## src/shared/boot_remap_pkg.sv

```systemverilog
package boot_remap_pkg;
  // =====================================================
  // timing
  localparam int CLK_HZ = 40_000_000;
  localparam int ERASE_HOLD_MS = 220;
  localparam int ERASE_HOLD_CYC = ERASE_HOLD_MS * (CLK_HZ / 1000);
  localparam int PAGE_PROG_MS = 6;
  localparam int PAGE_PROG_CYC = PAGE_PROG_MS * (CLK_HZ / 1000);
  localparam int FULL_ERASE_MS = 15;
  localparam int FULL_ERASE_CYC = FULL_ERASE_MS * (CLK_HZ / 1000);
  // =====================================================
  // memory map, 1 Mbyte areas
  localparam logic [31:0] BOOT_BASE = 32'h0000_0000;
  localparam logic [31:0] FLASH_BASE = 32'h0010_0000;
  localparam logic [31:0] SRAM_BASE = 32'h0020_0000;
  localparam logic [31:0] ROM_BASE = 32'h0030_0000;
  localparam logic [31:0] UNDEF_BASE = 32'h0040_0000;
  localparam logic [31:0] UNDEF_LAST = 32'h0fff_ffff;
  // =====================================================
  // flash geometry
  localparam int LOCK_REGIONS = 32;
  localparam int PAGES_PER_REGION = 64;
  localparam int PAGE_BYTES = 256;
  localparam int BANKS = 2;
  localparam int BUF_WORDS = PAGE_BYTES / 4;
  localparam int PAGE_W = 11;
  // =====================================================
  // general-purpose nv bits
  localparam int GP_BITS = 3;
  localparam int GP_BOD_EN = 0;
  localparam int GP_BOD_RST = 1;
  localparam int GP_BOOT_FLASH = 2;
  localparam logic [GP_BITS-1:0] GP_RESET = 3'h0;
  localparam logic [7:0] CALIB_VALUE = 8'h5a;
  // =====================================================
  // register word indexes
  localparam logic [6:0] REG_CMD = 7'h00;
  localparam logic [6:0] REG_STATUS = 7'h01;
  localparam logic [6:0] REG_LOCKS = 7'h02;
  localparam logic [6:0] REG_CALIB = 7'h03;
  localparam logic [6:0] REG_REMAP = 7'h04;
  localparam logic [6:0] REG_BUF_BASE = 7'h40;
  // command and status fields
  localparam int CMD_OP_LSB = 0;
  localparam int CMD_ARG_LSB = 8;
  localparam int ST_GP_LSB = 0;
  localparam int ST_SEC = 3;
  localparam int ST_REMAP = 4;
  localparam int ST_LOCKERR = 5;
  localparam int ST_BUSY_LSB = 6;
  localparam int ST_FPM = 8;
  localparam int ST_ARMED = 9;
  // =====================================================
  typedef enum logic [3:0] {
    OP_NONE = 4'h0, OP_PAGE_PROG = 4'h1, OP_PAGE_ERASE = 4'h2,
    OP_FULL_ERASE = 4'h3, OP_SET_LOCK = 4'h4, OP_CLR_LOCK = 4'h5,
    OP_SET_GP = 4'h6, OP_CLR_GP = 4'h7, OP_SET_SEC = 4'h8
  } cmd_op_t;
  typedef enum logic [1:0] {
    ER_IDLE = 2'b00, ER_COUNT = 2'b01, ER_FIRED = 2'b11
  } erase_st_t;
  typedef struct packed {
    logic valid;
    logic dbg_src;
    logic [31:0] addr;
  } bus_req_t;
  typedef struct packed {
    logic flash;
    logic sram;
    logic rom;
    logic abort;
  } mem_sel_t;
  // =====================================================
  function automatic logic [4:0] region_of(input logic [PAGE_W-1:0] pg);
    return pg[PAGE_W-1:6];
  endfunction
  function automatic logic bank_of(input logic [PAGE_W-1:0] pg);
    return pg[PAGE_W-1];
  endfunction
endpackage

```

## src/hw/boot_remap_nvm_config.sv

```systemverilog
// Behaviour
// - sram only at its base until remap, then also at zero
// - rom always decodes at its own base
// - flash decodes at its own base, except debug accesses refused while security set
// - boot bit set maps flash at zero until remap
// - boot bit clear maps rom at zero, boot from rom
// - erase pin clears the boot bit
// - nv bits change by set and clear commands, by erase pin and by reset
// - 32 lock regions of 64 pages of 256 bytes
// - program or erase to locked region aborts and raises interrupt
// - set-lock protects a region, clear-lock unprotects it
// - erase pin clears every lock bit
// - security set refuses debug flash accesses
// - security set by command, cleared by erase pin then full erase
// - bit 0 enables brownout detector, erase pin clears it
// - bit 1 enables brownout reset, erase pin clears it
// - calibration bits read-only and untouched by erase pin
// - test pin and port-a lines 0,1 high enter fast programming
// - flash goes to standby when no access is in progress
// - each bank has own controller; reads continue while other busy
// - 256-byte write buffer loaded over a 32-bit interface
// - dual 32-bit prefetch serves sequential 16-bit fetches
//
// Chosen here: the address map and the Avalon-MM interface to the registers.
module boot_remap_nvm_config
  import boot_remap_pkg::*;
#(
  parameter int ERASE_HOLD = ERASE_HOLD_CYC,
  parameter int PROG_TIME = PAGE_PROG_CYC,
  parameter int FERASE_TIME = FULL_ERASE_CYC
) (
  // clock and reset
  input wire logic clk_sys,
  input wire logic rst_n,
  // avalon register slave
  input wire logic [6:0] avs_address,
  input wire logic avs_read,
  input wire logic avs_write,
  input wire logic [31:0] avs_writedata,
  output logic [31:0] avs_readdata,
  output logic avs_waitrequest,
  // system bus decode
  input wire bus_req_t bus_req,
  output mem_sel_t mem_sel,
  // pins
  input wire logic erase_pin,
  input wire logic test_mode_pin,
  input wire logic port_a_line_zero,
  input wire logic port_a_line_one,
  // instruction fetch and array read
  input wire logic fetch_valid,
  input wire logic [18:0] fetch_addr,
  output logic fetch_hit,
  output logic [15:0] fetch_data,
  output logic array_rd_req,
  output logic [17:0] array_rd_addr,
  input wire logic array_rvalid,
  input wire logic [31:0] array_rdata,
  // program engine
  output logic [BANKS-1:0] prog_start,
  output logic [BANKS-1:0] bank_busy,
  output logic [PAGE_W-1:0] prog_page,
  input wire logic [5:0] buf_rd_idx,
  output logic [31:0] buf_rd_data,
  output logic flash_standby,
  // configuration outputs
  output logic brownout_detector_en,
  output logic brownout_reset_en,
  output logic fast_program_port_en,
  output logic flash_ctrl_irq
);
  // =====================================================
  // pin synchronisers
  logic [3:0] pin_s1_r, pin_s2_r;
  always_ff @(posedge clk_sys) begin
    pin_s1_r <= {erase_pin, test_mode_pin, port_a_line_zero,
                 port_a_line_one};
    pin_s2_r <= pin_s1_r;
  end
  logic erase_s, fpm_s;
  assign erase_s = pin_s2_r[3];
  assign fpm_s = &pin_s2_r[2:0];
  // =====================================================
  // erase pin hold filter
  erase_st_t er_st_r, er_st_nxt;
  logic [23:0] er_cnt_r, er_cnt_nxt;
  logic erase_hit;
  always_comb begin
    er_st_nxt = er_st_r;
    er_cnt_nxt = er_cnt_r;
    erase_hit = 1'b0;
    unique case (er_st_r)
      ER_IDLE: begin
        er_cnt_nxt = 24'h0;
        if (erase_s) er_st_nxt = ER_COUNT;
      end
      ER_COUNT: begin
        if (!erase_s) begin
          er_st_nxt = ER_IDLE;
        end else if (er_cnt_r == 24'(ERASE_HOLD - 1)) begin
          er_st_nxt = ER_FIRED;
          erase_hit = 1'b1;
        end else begin
          er_cnt_nxt = er_cnt_r + 24'h1;
        end
      end
      ER_FIRED: if (!erase_s) er_st_nxt = ER_IDLE;
      default: er_st_nxt = ER_IDLE;
    endcase
  end
  always_ff @(posedge clk_sys) begin
    if (!rst_n) begin
      er_st_r <= ER_IDLE;
      er_cnt_r <= 24'h0;
    end else begin
      er_st_r <= er_st_nxt;
      er_cnt_r <= er_cnt_nxt;
    end
  end
  // =====================================================
  // avalon handshake
  logic wait_r, wait_nxt, rd_take, wr_take;
  logic [31:0] rdata_r, rdata_nxt;
  assign rd_take = avs_read & ~wait_r;
  assign wr_take = avs_write & ~wait_r;
  // =====================================================
  // configuration state and commands
  logic [GP_BITS-1:0] gp_r, gp_nxt;
  logic [LOCK_REGIONS-1:0] lock_r, lock_nxt;
  logic sec_r, sec_nxt, armed_r, armed_nxt, remap_r, remap_nxt;
  logic lockerr_r, lockerr_nxt, fpm_r;
  logic [BANKS-1:0] start_nxt, start_r;
  logic [PAGE_W-1:0] page_r, page_nxt;
  logic ferase_nxt, ferase_r;
  logic cmd_wr, err_set;
  cmd_op_t op;
  logic [PAGE_W-1:0] arg;
  assign cmd_wr = wr_take && (avs_address == REG_CMD);
  assign op = cmd_op_t'(avs_writedata[CMD_OP_LSB +: 4]);
  assign arg = avs_writedata[CMD_ARG_LSB +: PAGE_W];
  always_comb begin
    gp_nxt = gp_r;
    lock_nxt = lock_r;
    sec_nxt = sec_r;
    armed_nxt = armed_r;
    remap_nxt = remap_r;
    start_nxt = '0;
    ferase_nxt = 1'b0;
    page_nxt = page_r;
    err_set = 1'b0;
    if (cmd_wr) begin
      unique case (op)
        OP_PAGE_PROG, OP_PAGE_ERASE: begin
          if (lock_r[region_of(arg)]) begin
            err_set = 1'b1;
          end else if (!bank_busy[bank_of(arg)]) begin
            start_nxt[bank_of(arg)] = 1'b1;
            page_nxt = arg;
          end
        end
        OP_FULL_ERASE: begin
          if (bank_busy == '0) begin
            start_nxt = '1;
            ferase_nxt = 1'b1;
            page_nxt = '0;
            if (armed_r) begin
              sec_nxt = 1'b0;
              armed_nxt = 1'b0;
            end
          end
        end
        OP_SET_LOCK: lock_nxt[region_of(arg)] = 1'b1;
        OP_CLR_LOCK: lock_nxt[region_of(arg)] = 1'b0;
        OP_SET_GP: if (arg < PAGE_W'(GP_BITS)) gp_nxt[arg[1:0]] = 1'b1;
        OP_CLR_GP: if (arg < PAGE_W'(GP_BITS)) gp_nxt[arg[1:0]] = 1'b0;
        OP_SET_SEC: sec_nxt = 1'b1;
        default: ;
      endcase
    end
    if (wr_take && avs_address == REG_REMAP && avs_writedata[0])
      remap_nxt = 1'b1;
    if (erase_hit) begin
      gp_nxt = GP_RESET;
      lock_nxt = '0;
      armed_nxt = 1'b1;
    end
    // a new error wins over a clear in the same cycle
    lockerr_nxt = err_set | (lockerr_r & ~(wr_take &&
                  avs_address == REG_STATUS &&
                  avs_writedata[ST_LOCKERR]));
  end
  always_ff @(posedge clk_sys) begin
    if (!rst_n) begin
      gp_r <= GP_RESET;
      lock_r <= '0;
      sec_r <= 1'b0;
      armed_r <= 1'b0;
      remap_r <= 1'b0;
      lockerr_r <= 1'b0;
      start_r <= '0;
      ferase_r <= 1'b0;
      page_r <= '0;
      fpm_r <= 1'b0;
    end else begin
      gp_r <= gp_nxt;
      lock_r <= lock_nxt;
      sec_r <= sec_nxt;
      armed_r <= armed_nxt;
      remap_r <= remap_nxt;
      lockerr_r <= lockerr_nxt;
      start_r <= start_nxt;
      ferase_r <= ferase_nxt;
      page_r <= page_nxt;
      fpm_r <= fpm_s;
    end
  end
  // =====================================================
  // per-bank controllers
  logic [19:0] busy_cnt_r [BANKS];
  genvar b;
  generate
    for (b = 0; b < BANKS; b++) begin : g_bank
      logic [19:0] cnt_nxt;
      logic busy_r;
      always_comb begin
        cnt_nxt = busy_cnt_r[b];
        if (start_nxt[b])
          cnt_nxt = ferase_nxt ? 20'(FERASE_TIME) : 20'(PROG_TIME);
        else if (busy_cnt_r[b] != 20'h0)
          cnt_nxt = busy_cnt_r[b] - 20'h1;
      end
      always_ff @(posedge clk_sys) begin
        if (!rst_n) begin
          busy_cnt_r[b] <= 20'h0;
          busy_r <= 1'b0;
        end else begin
          busy_cnt_r[b] <= cnt_nxt;
          busy_r <= cnt_nxt != 20'h0;
        end
      end
      assign bank_busy[b] = busy_r;
    end
  endgenerate
  // =====================================================
  // write buffer
  logic [31:0] wbuf [BUF_WORDS];
  logic [31:0] buf_rd_r;
  always_ff @(posedge clk_sys) begin
    if (wr_take && avs_address[6] == REG_BUF_BASE[6])
      wbuf[avs_address[5:0]] <= avs_writedata;
    buf_rd_r <= wbuf[buf_rd_idx];
  end
  // =====================================================
  // register read mux and waitrequest
  always_comb begin
    wait_nxt = ~((avs_read | avs_write) & wait_r);
    rdata_nxt = 32'h0;
    if (avs_read && wait_r) begin
      if (avs_address[6] == REG_BUF_BASE[6]) begin
        rdata_nxt = wbuf[avs_address[5:0]];
      end else begin
        unique case (avs_address)
          REG_STATUS: begin
            rdata_nxt[ST_GP_LSB +: GP_BITS] = gp_r;
            rdata_nxt[ST_SEC] = sec_r;
            rdata_nxt[ST_REMAP] = remap_r;
            rdata_nxt[ST_LOCKERR] = lockerr_r;
            rdata_nxt[ST_BUSY_LSB +: BANKS] = bank_busy;
            rdata_nxt[ST_FPM] = fpm_r;
            rdata_nxt[ST_ARMED] = armed_r;
          end
          REG_LOCKS: rdata_nxt = lock_r;
          REG_CALIB: rdata_nxt = {24'h0, CALIB_VALUE};
          REG_REMAP: rdata_nxt = {31'h0, remap_r};
          default: rdata_nxt = 32'h0;
        endcase
      end
    end
  end
  always_ff @(posedge clk_sys) begin
    if (!rst_n) begin
      wait_r <= 1'b1;
      rdata_r <= 32'h0;
    end else begin
      wait_r <= wait_nxt;
      rdata_r <= rd_take ? rdata_r : rdata_nxt;
    end
  end
  // =====================================================
  // address decode
  mem_sel_t sel_r, sel_nxt;
  always_comb begin
    sel_nxt = '0;
    if (bus_req.valid && bus_req.addr <= UNDEF_LAST) begin
      unique case (bus_req.addr[27:20])
        BOOT_BASE[27:20]: begin
          sel_nxt.sram = remap_r;
          sel_nxt.flash = !remap_r && gp_r[GP_BOOT_FLASH];
          sel_nxt.rom = !remap_r && !gp_r[GP_BOOT_FLASH];
        end
        FLASH_BASE[27:20]: sel_nxt.flash = 1'b1;
        SRAM_BASE[27:20]: sel_nxt.sram = 1'b1;
        ROM_BASE[27:20]: sel_nxt.rom = 1'b1;
        default: sel_nxt.abort = 1'b1;
      endcase
      if (sel_nxt.flash && bus_req.dbg_src && sec_r) begin
        sel_nxt.flash = 1'b0;
        sel_nxt.abort = 1'b1;
      end
    end
  end
  // =====================================================
  // prefetch of two words
  logic [17:0] pf_tag_r [2];
  logic [31:0] pf_dat_r [2];
  logic [1:0] pf_v_r, pf_v_nxt;
  logic pend_r, pend_nxt, ahead_r, ahead_nxt;
  logic [17:0] pend_a_r, pend_a_nxt, fw;
  logic hit_nxt, h0, h1;
  logic [15:0] fdat_nxt;
  assign fw = fetch_addr[18:1];
  assign h0 = pf_v_r[0] && pf_tag_r[0] == fw;
  assign h1 = pf_v_r[1] && pf_tag_r[1] == fw;
  always_comb begin
    pf_v_nxt = pf_v_r;
    pend_nxt = pend_r;
    pend_a_nxt = pend_a_r;
    ahead_nxt = ahead_r;
    hit_nxt = 1'b0;
    fdat_nxt = fetch_data;
    if (fetch_valid && (h0 || h1)) begin
      hit_nxt = 1'b1;
      fdat_nxt = h0 ? (fetch_addr[0] ? pf_dat_r[0][31:16] :
                       pf_dat_r[0][15:0]) :
                      (fetch_addr[0] ? pf_dat_r[1][31:16] :
                       pf_dat_r[1][15:0]);
    end
    if (pend_r && array_rvalid) begin
      pf_v_nxt[pend_a_r[0]] = 1'b1;
      pend_nxt = !ahead_r;
      pend_a_nxt = pend_a_r + 18'h1; // anticipate next word
      ahead_nxt = !ahead_r;
    end else if (!pend_r && fetch_valid && !(h0 || h1)) begin
      pend_nxt = 1'b1;
      pend_a_nxt = fw;
      ahead_nxt = 1'b0;
    end
    if (start_r != '0) pf_v_nxt = '0;
  end
  always_ff @(posedge clk_sys) begin
    if (pend_r && array_rvalid) begin
      pf_tag_r[pend_a_r[0]] <= pend_a_r;
      pf_dat_r[pend_a_r[0]] <= array_rdata;
    end
  end
  // =====================================================
  // output registers
  always_ff @(posedge clk_sys) begin
    if (!rst_n) begin
      pf_v_r <= '0;
      pend_r <= 1'b0;
      pend_a_r <= '0;
      ahead_r <= 1'b0;
      fetch_hit <= 1'b0;
      fetch_data <= 16'h0;
      array_rd_req <= 1'b0;
      array_rd_addr <= '0;
      sel_r <= '0;
      flash_standby <= 1'b1;
    end else begin
      pf_v_r <= pf_v_nxt;
      pend_r <= pend_nxt;
      pend_a_r <= pend_a_nxt;
      ahead_r <= ahead_nxt;
      fetch_hit <= hit_nxt;
      fetch_data <= fdat_nxt;
      array_rd_req <= pend_nxt && !bank_busy[pend_a_nxt[16]];
      array_rd_addr <= pend_a_nxt;
      sel_r <= sel_nxt;
      flash_standby <= !pend_nxt && !fetch_valid && !sel_nxt.flash &&
                       bank_busy == '0 && start_nxt == '0;
    end
  end
  assign mem_sel = sel_r;
  assign avs_readdata = rdata_r;
  assign avs_waitrequest = wait_r;
  assign prog_start = start_r;
  assign prog_page = page_r;
  assign buf_rd_data = buf_rd_r;
  assign brownout_detector_en = gp_r[GP_BOD_EN];
  assign brownout_reset_en = gp_r[GP_BOD_RST];
  assign fast_program_port_en = fpm_r;
  assign flash_ctrl_irq = lockerr_r;
  // =====================================================
  // assertions
  remap_sticky_a: assert property (@(posedge clk_sys) disable iff (!rst_n)
    remap_r |=> remap_r) else $error("remap dropped");
  rom_decode_a: assert property (@(posedge clk_sys) disable iff (!rst_n)
    bus_req.valid && bus_req.addr[31:20] == ROM_BASE[31:20]
    |=> mem_sel.rom && !mem_sel.abort) else $error("rom miss");
  flash_decode_a: assert property (@(posedge clk_sys) disable iff (!rst_n)
    bus_req.valid && !bus_req.dbg_src &&
    bus_req.addr[31:20] == FLASH_BASE[31:20]
    |=> mem_sel.flash) else $error("flash miss");
  sram_hidden_a: assert property (@(posedge clk_sys) disable iff (!rst_n)
    bus_req.valid && bus_req.addr[31:20] == BOOT_BASE[31:20]
    |=> mem_sel.sram == $past(remap_r)) else $error("sram zero");
  boot_select_a: assert property (@(posedge clk_sys) disable iff (!rst_n)
    bus_req.valid && bus_req.addr[31:20] == BOOT_BASE[31:20] && !remap_r
    && !bus_req.dbg_src |=> mem_sel.flash == $past(gp_r[GP_BOOT_FLASH])
    && mem_sel.rom != $past(gp_r[GP_BOOT_FLASH]))
    else $error("boot select");
  secure_refuse_a: assert property (@(posedge clk_sys) disable iff (!rst_n)
    bus_req.valid && bus_req.dbg_src && sec_r &&
    bus_req.addr[31:20] == FLASH_BASE[31:20]
    |=> mem_sel.abort && !mem_sel.flash) else $error("secure");
  undef_abort_a: assert property (@(posedge clk_sys) disable iff (!rst_n)
    bus_req.valid && bus_req.addr >= UNDEF_BASE &&
    bus_req.addr <= UNDEF_LAST |=> mem_sel.abort)
    else $error("undef");
  erase_clears_a: assert property (@(posedge clk_sys) disable iff (!rst_n)
    erase_hit |=> gp_r == GP_RESET && lock_r == '0 && armed_r)
    else $error("erase pin");
  lock_abort_a: assert property (@(posedge clk_sys) disable iff (!rst_n)
    cmd_wr && (op == OP_PAGE_PROG || op == OP_PAGE_ERASE) &&
    lock_r[region_of(arg)] |=> flash_ctrl_irq && prog_start == '0)
    else $error("lock abort");
  fast_mode_a: assert property (@(posedge clk_sys) disable iff (!rst_n)
    (test_mode_pin && port_a_line_zero && port_a_line_one) [*3]
    |=> fast_program_port_en) else $error("fast mode");
  standby_a: assert property (@(posedge clk_sys) disable iff (!rst_n)
    bank_busy != '0 |-> !flash_standby) else $error("standby");
endmodule

```

## config.mk

```make
export PLATFORM = sky130hd
export DESIGN_NAME = boot_remap_nvm_config
export DESIGN_NICKNAME = d
export VERILOG_FILES = /design/src/shared/boot_remap_pkg.sv /design/src/hw/boot_remap_nvm_config.sv
export SDC_FILE = /design/constraint.sdc
export NUM_CORES = 2
export LEC_CHECK = 0
export ABC_AREA = 1
export ABC_CLOCK_PERIOD_IN_PS = 5800
export BUFFER_PORTS_ARGS = -buffer_cell sky130_fd_sc_hd__buf_2
export CAP_MARGIN = 40
export CELL_PAD_IN_SITES_DETAIL_PLACEMENT = 1
export CELL_PAD_IN_SITES_GLOBAL_PLACEMENT = 2
export CORE_MARGIN = 4
export CORE_UTILIZATION = 44
export DETAILED_ROUTE_END_ITERATION = 7
export PLACE_DENSITY_LB_ADDON = 0.1
export SLEW_MARGIN = 40
export SYNTH_ARGS = -nofsm -noshare
export SYNTH_HDL_FRONTEND = slang
export SYNTH_SLANG_ARGS = --single-unit
```

## constraint.sdc

```tcl
create_clock -name clk_sys -period 5.8 [get_ports clk_sys]
set_clock_uncertainty 0.1 [all_clocks]
set_input_delay 0.58 -clock clk_sys [delete_from_list [all_inputs] [get_ports clk_sys]]
set_output_delay 0.58 -clock clk_sys [all_outputs]
set_load 0.02 [all_outputs]
```

==> reports/metrics.cfg <==
[synthesis]
synthAdderAreaFrac_pct = 0.0661
synth_common_cells = nor2_1, nand2_1, edfxtp_1
synthCells = 12100
syn_area_per_cell_sq_um = 9.37
synthMuxAreaShare_pct = 0.141
synth.area.top_cells = edfxtp_1, nor2_1, nand2_1, o21ai_0, dfxtp_1
yosysUniqueCellTypes = 50
yosysWarnings = 0
synthFlopType = edfxtp_1
synth-simple-area-share_pct = 19.0
synth_edf_count = 2148
ys_ff_latch = 2387
synth_xor_area_share_pct = 0.393
yosysTopAreaCellShare_pct = 56.8
yosysSeqAreaShare_pct = 61.0
synth_top_area_cell = edfxtp_1
syn_area_sq_mm = 0.114
synth_compound_area_share_pct = 14.7
async_flop_share_pct = 0
synth_most_common_cell = nor2_1
syn_nets = 12300
synth_top_family_by_area = simple AND/OR/NAND/NOR gates

[cells_and_area]
final_core_util_pct = 50.5
fin_nets = 12400
fin_area_sq_mm = 0.130
finalNonFillerCells = 15800
area_growth_pct = 14.3
drive_above_1_share_pct = 9.10

[worst_setup_path]
path_max_fanout = 100
arrival_ns = 4.04
cp_slowest_stage_delay_ns = 0.78
r2r_slack_ns = 2.33
path_buf_inv = 4
end_kind = flip-flop
path_delay_family = simple AND/OR/NAND/NOR gates
cp_common_cell = buf_12
start_kind = input port
reg2reg_from = avs_waitrequest
reg2regPathDepth = 9
crit_type = in -> reg
crit_path_cell_trace = clkbuf_8 -> inv_8 -> buf_12 -> nor3_1 -> nand2_1 -> nor2_4 -> buf_12
worstReg2RegEnd = wbuf[41][18]
required_ns = 6.29
slowest_stage = nor2_4

[sta]
timing.hold.ws_ns = 0.0293
rsz0062_at_grt = false
timing.setup.tns_ns = 0
setup_violations = 0
maxSlewViolCount = 0
fmax_ghz = 0.282
max_slew_margin_pct = 34.8
hold_viol = 0
min_period_ns = 3.55
worst_slew_pin_slew_ns = 0.968
period_share_pct = 61.2

[global_routing]
grt_use_total_pct = 37.8
grt_antenna_before_repair = 26
overflow = 0
grt_max_degree = 147
grt_pass1_wl_um = 733000
grt_pass1_vias = 104000

[flow_run]
maxCapViolCount = 0

[clocking]
tritoncts.num_buffers = 291
cts_sinks = 2387
path_clk_slew_ns = 0.06
insertion_delay_ns = 0.99
htreeDepth = 5
max-clock-path-buffers = 4
cts_tree = built
root_buffer = clkbuf_16

[route]
finalWirelength_um = 516000
route.detailed.drc = 0
viasPerCell = 6.46
post_drt_wl_per_cell_um = 32.6
first_iter_violations = 12700
postRouteAntennaNets = 0
dr.pass1.iters = 6
vias = 102000

[placement]
place_hpwl_um = 301000
routabilityCongestion = 0.869
place_area_sq_mm = 0.120
place_inst = 15200
io_buffers = 244

[die]
placementRows = 186
fp.coreArea_sq_mm = 0.257
pin_count = 265
die-area_sq_mm = 0.266
chipHeight_um = 516
die_w_um = 516
start_util_pct = 44.2

[outcome]
outcome = finished clean

[pwr]
leakagePower_uw = 0.0453
p_per_area_mw_per_mm2 = 328
ir_worst_vdd_uv = 285

[worst_hold_path]
holdCritStartpoint = avs_writedata[16]
worstHoldPathType = in -> reg
holdPathEnd = wbuf[31][16]
hold_depth = 2

[worst register-to-register path: stages (launching register included)]
cell and delay [ns]:
dfxtp_1 0.35, inv_1 0.09, nand2_1 0.11, nor2_1 0.14, buf_4 0.24, inv_1 0.13, nor2_1 0.17, nand2_1 0.48
nor2_4 0.85, buf_12 0.40
[worst max-delay path by stage]
stage	slack, ns	depth (start not counted)	endpoint	startpoint
after floorplan	2.25	8	wbuf[14][0]	avs_address[0]
after global placement	1.47	16	avs_readdata[12]	avs_address[1]
after detailed placement	1.49	17	avs_readdata[16]	avs_address[1]
after CTS	2.28	10	fetch_data[8]	pf_tag_r[0][4]
after global routing	2.26	9	wbuf[41][9]	avs_waitrequest
final	2.25	7	wbuf[39][7]	avs_address[1]
[layer usage]
layer / wire length [um] / part of all wire, % / GRT usage, % / up-vias
li1: - / - / - / 42900
met1: 202000 / 39 / 49.4 / 52100
met2: 230000 / 45 / 58.8 / 5880
met3: 52600 / 10 / 8.38 / 1386
met4: 31500 / 6.1 / 20.7 / 18
met5: 123 / 0.024 / 0 / -
[final cells by class]
type	count	area (sq um)
Fill cell	28600	127000
Clock inverter	131	1330
Antenna cell	22	55.1
Sequential cell	2387	69300
Timing Repair Buffer	671	6100
Tap cell	3384	4230
Multi-Input combinational cell	8510	39600
Clock buffer	370	7820
Inverter	356	1420
[cell families after synthesis]
logic type | count (synthesis)
multiplexers | 16
adder cells (fa/ha/maj) | 6
XOR/XNOR | 51
buffers and inverters | 1231
flip-flops | 2387
AND/OR/NAND/NOR | 5407
AO/OA/AOI/OAI | 3030
[report_power, final]
part,switching [uW],leakage [uW],internal [uW]
registers,186,0.0213,18900
logic,3970,0.0195,1470
clock network,7310,0.00447,10700
[per-stage QoR]
step                power (uW)  setup slack, ns
floorplan                22600             2.25
global placement         24600             1.47
detailed placement       24800             1.49
CTS                      42600             2.28
global route             44000             2.26
finish                   42600             2.25
[registers in the layout, summed over array words and instances, names as in the netlist, 4 cells and up, named ones only]
register      count
busy_cnt_r       40
buf_rd_data      32
wbuf           2048
avs_readdata     32
fetch_data       16
er_cnt_r         24
pin_s1_r          4
pf_dat_r         64
pf_tag_r         36
pend_a_r         18
prog_page        11
mem_sel           4
pin_s2_r          4
[placed cells by master, fill, tap and decap left out, drive strengths merged, types with 6 or more instances in the layout]
master / count
bufinv: 27
nor2: 2366
diode: 22
ha: 6
nand2: 2257
a211oi: 39
or2: 27
o2111ai: 30
clkinv: 113
o221ai: 43
nor4: 12
nor3: 63
o31ai: 9
o22ai: 598
dlygate4sd3: 71
o211ai: 138
dfxtp: 239
xor2: 38
mux2i: 16
inv: 343
edfxtp: 2148
a21oi: 286
a31oi: 18
o21ai: 1856
nand4: 149
clkbuf: 373
buf: 597
nand3: 521
nand3b: 8
xnor2: 13
[timing repair]
action                    CTS  global route
setup buffers               0             0
hold buffers               71             0
hold endpoints to repair  108             0
gates resized for setup     0             0
Power figures use the tool's default switching activity.
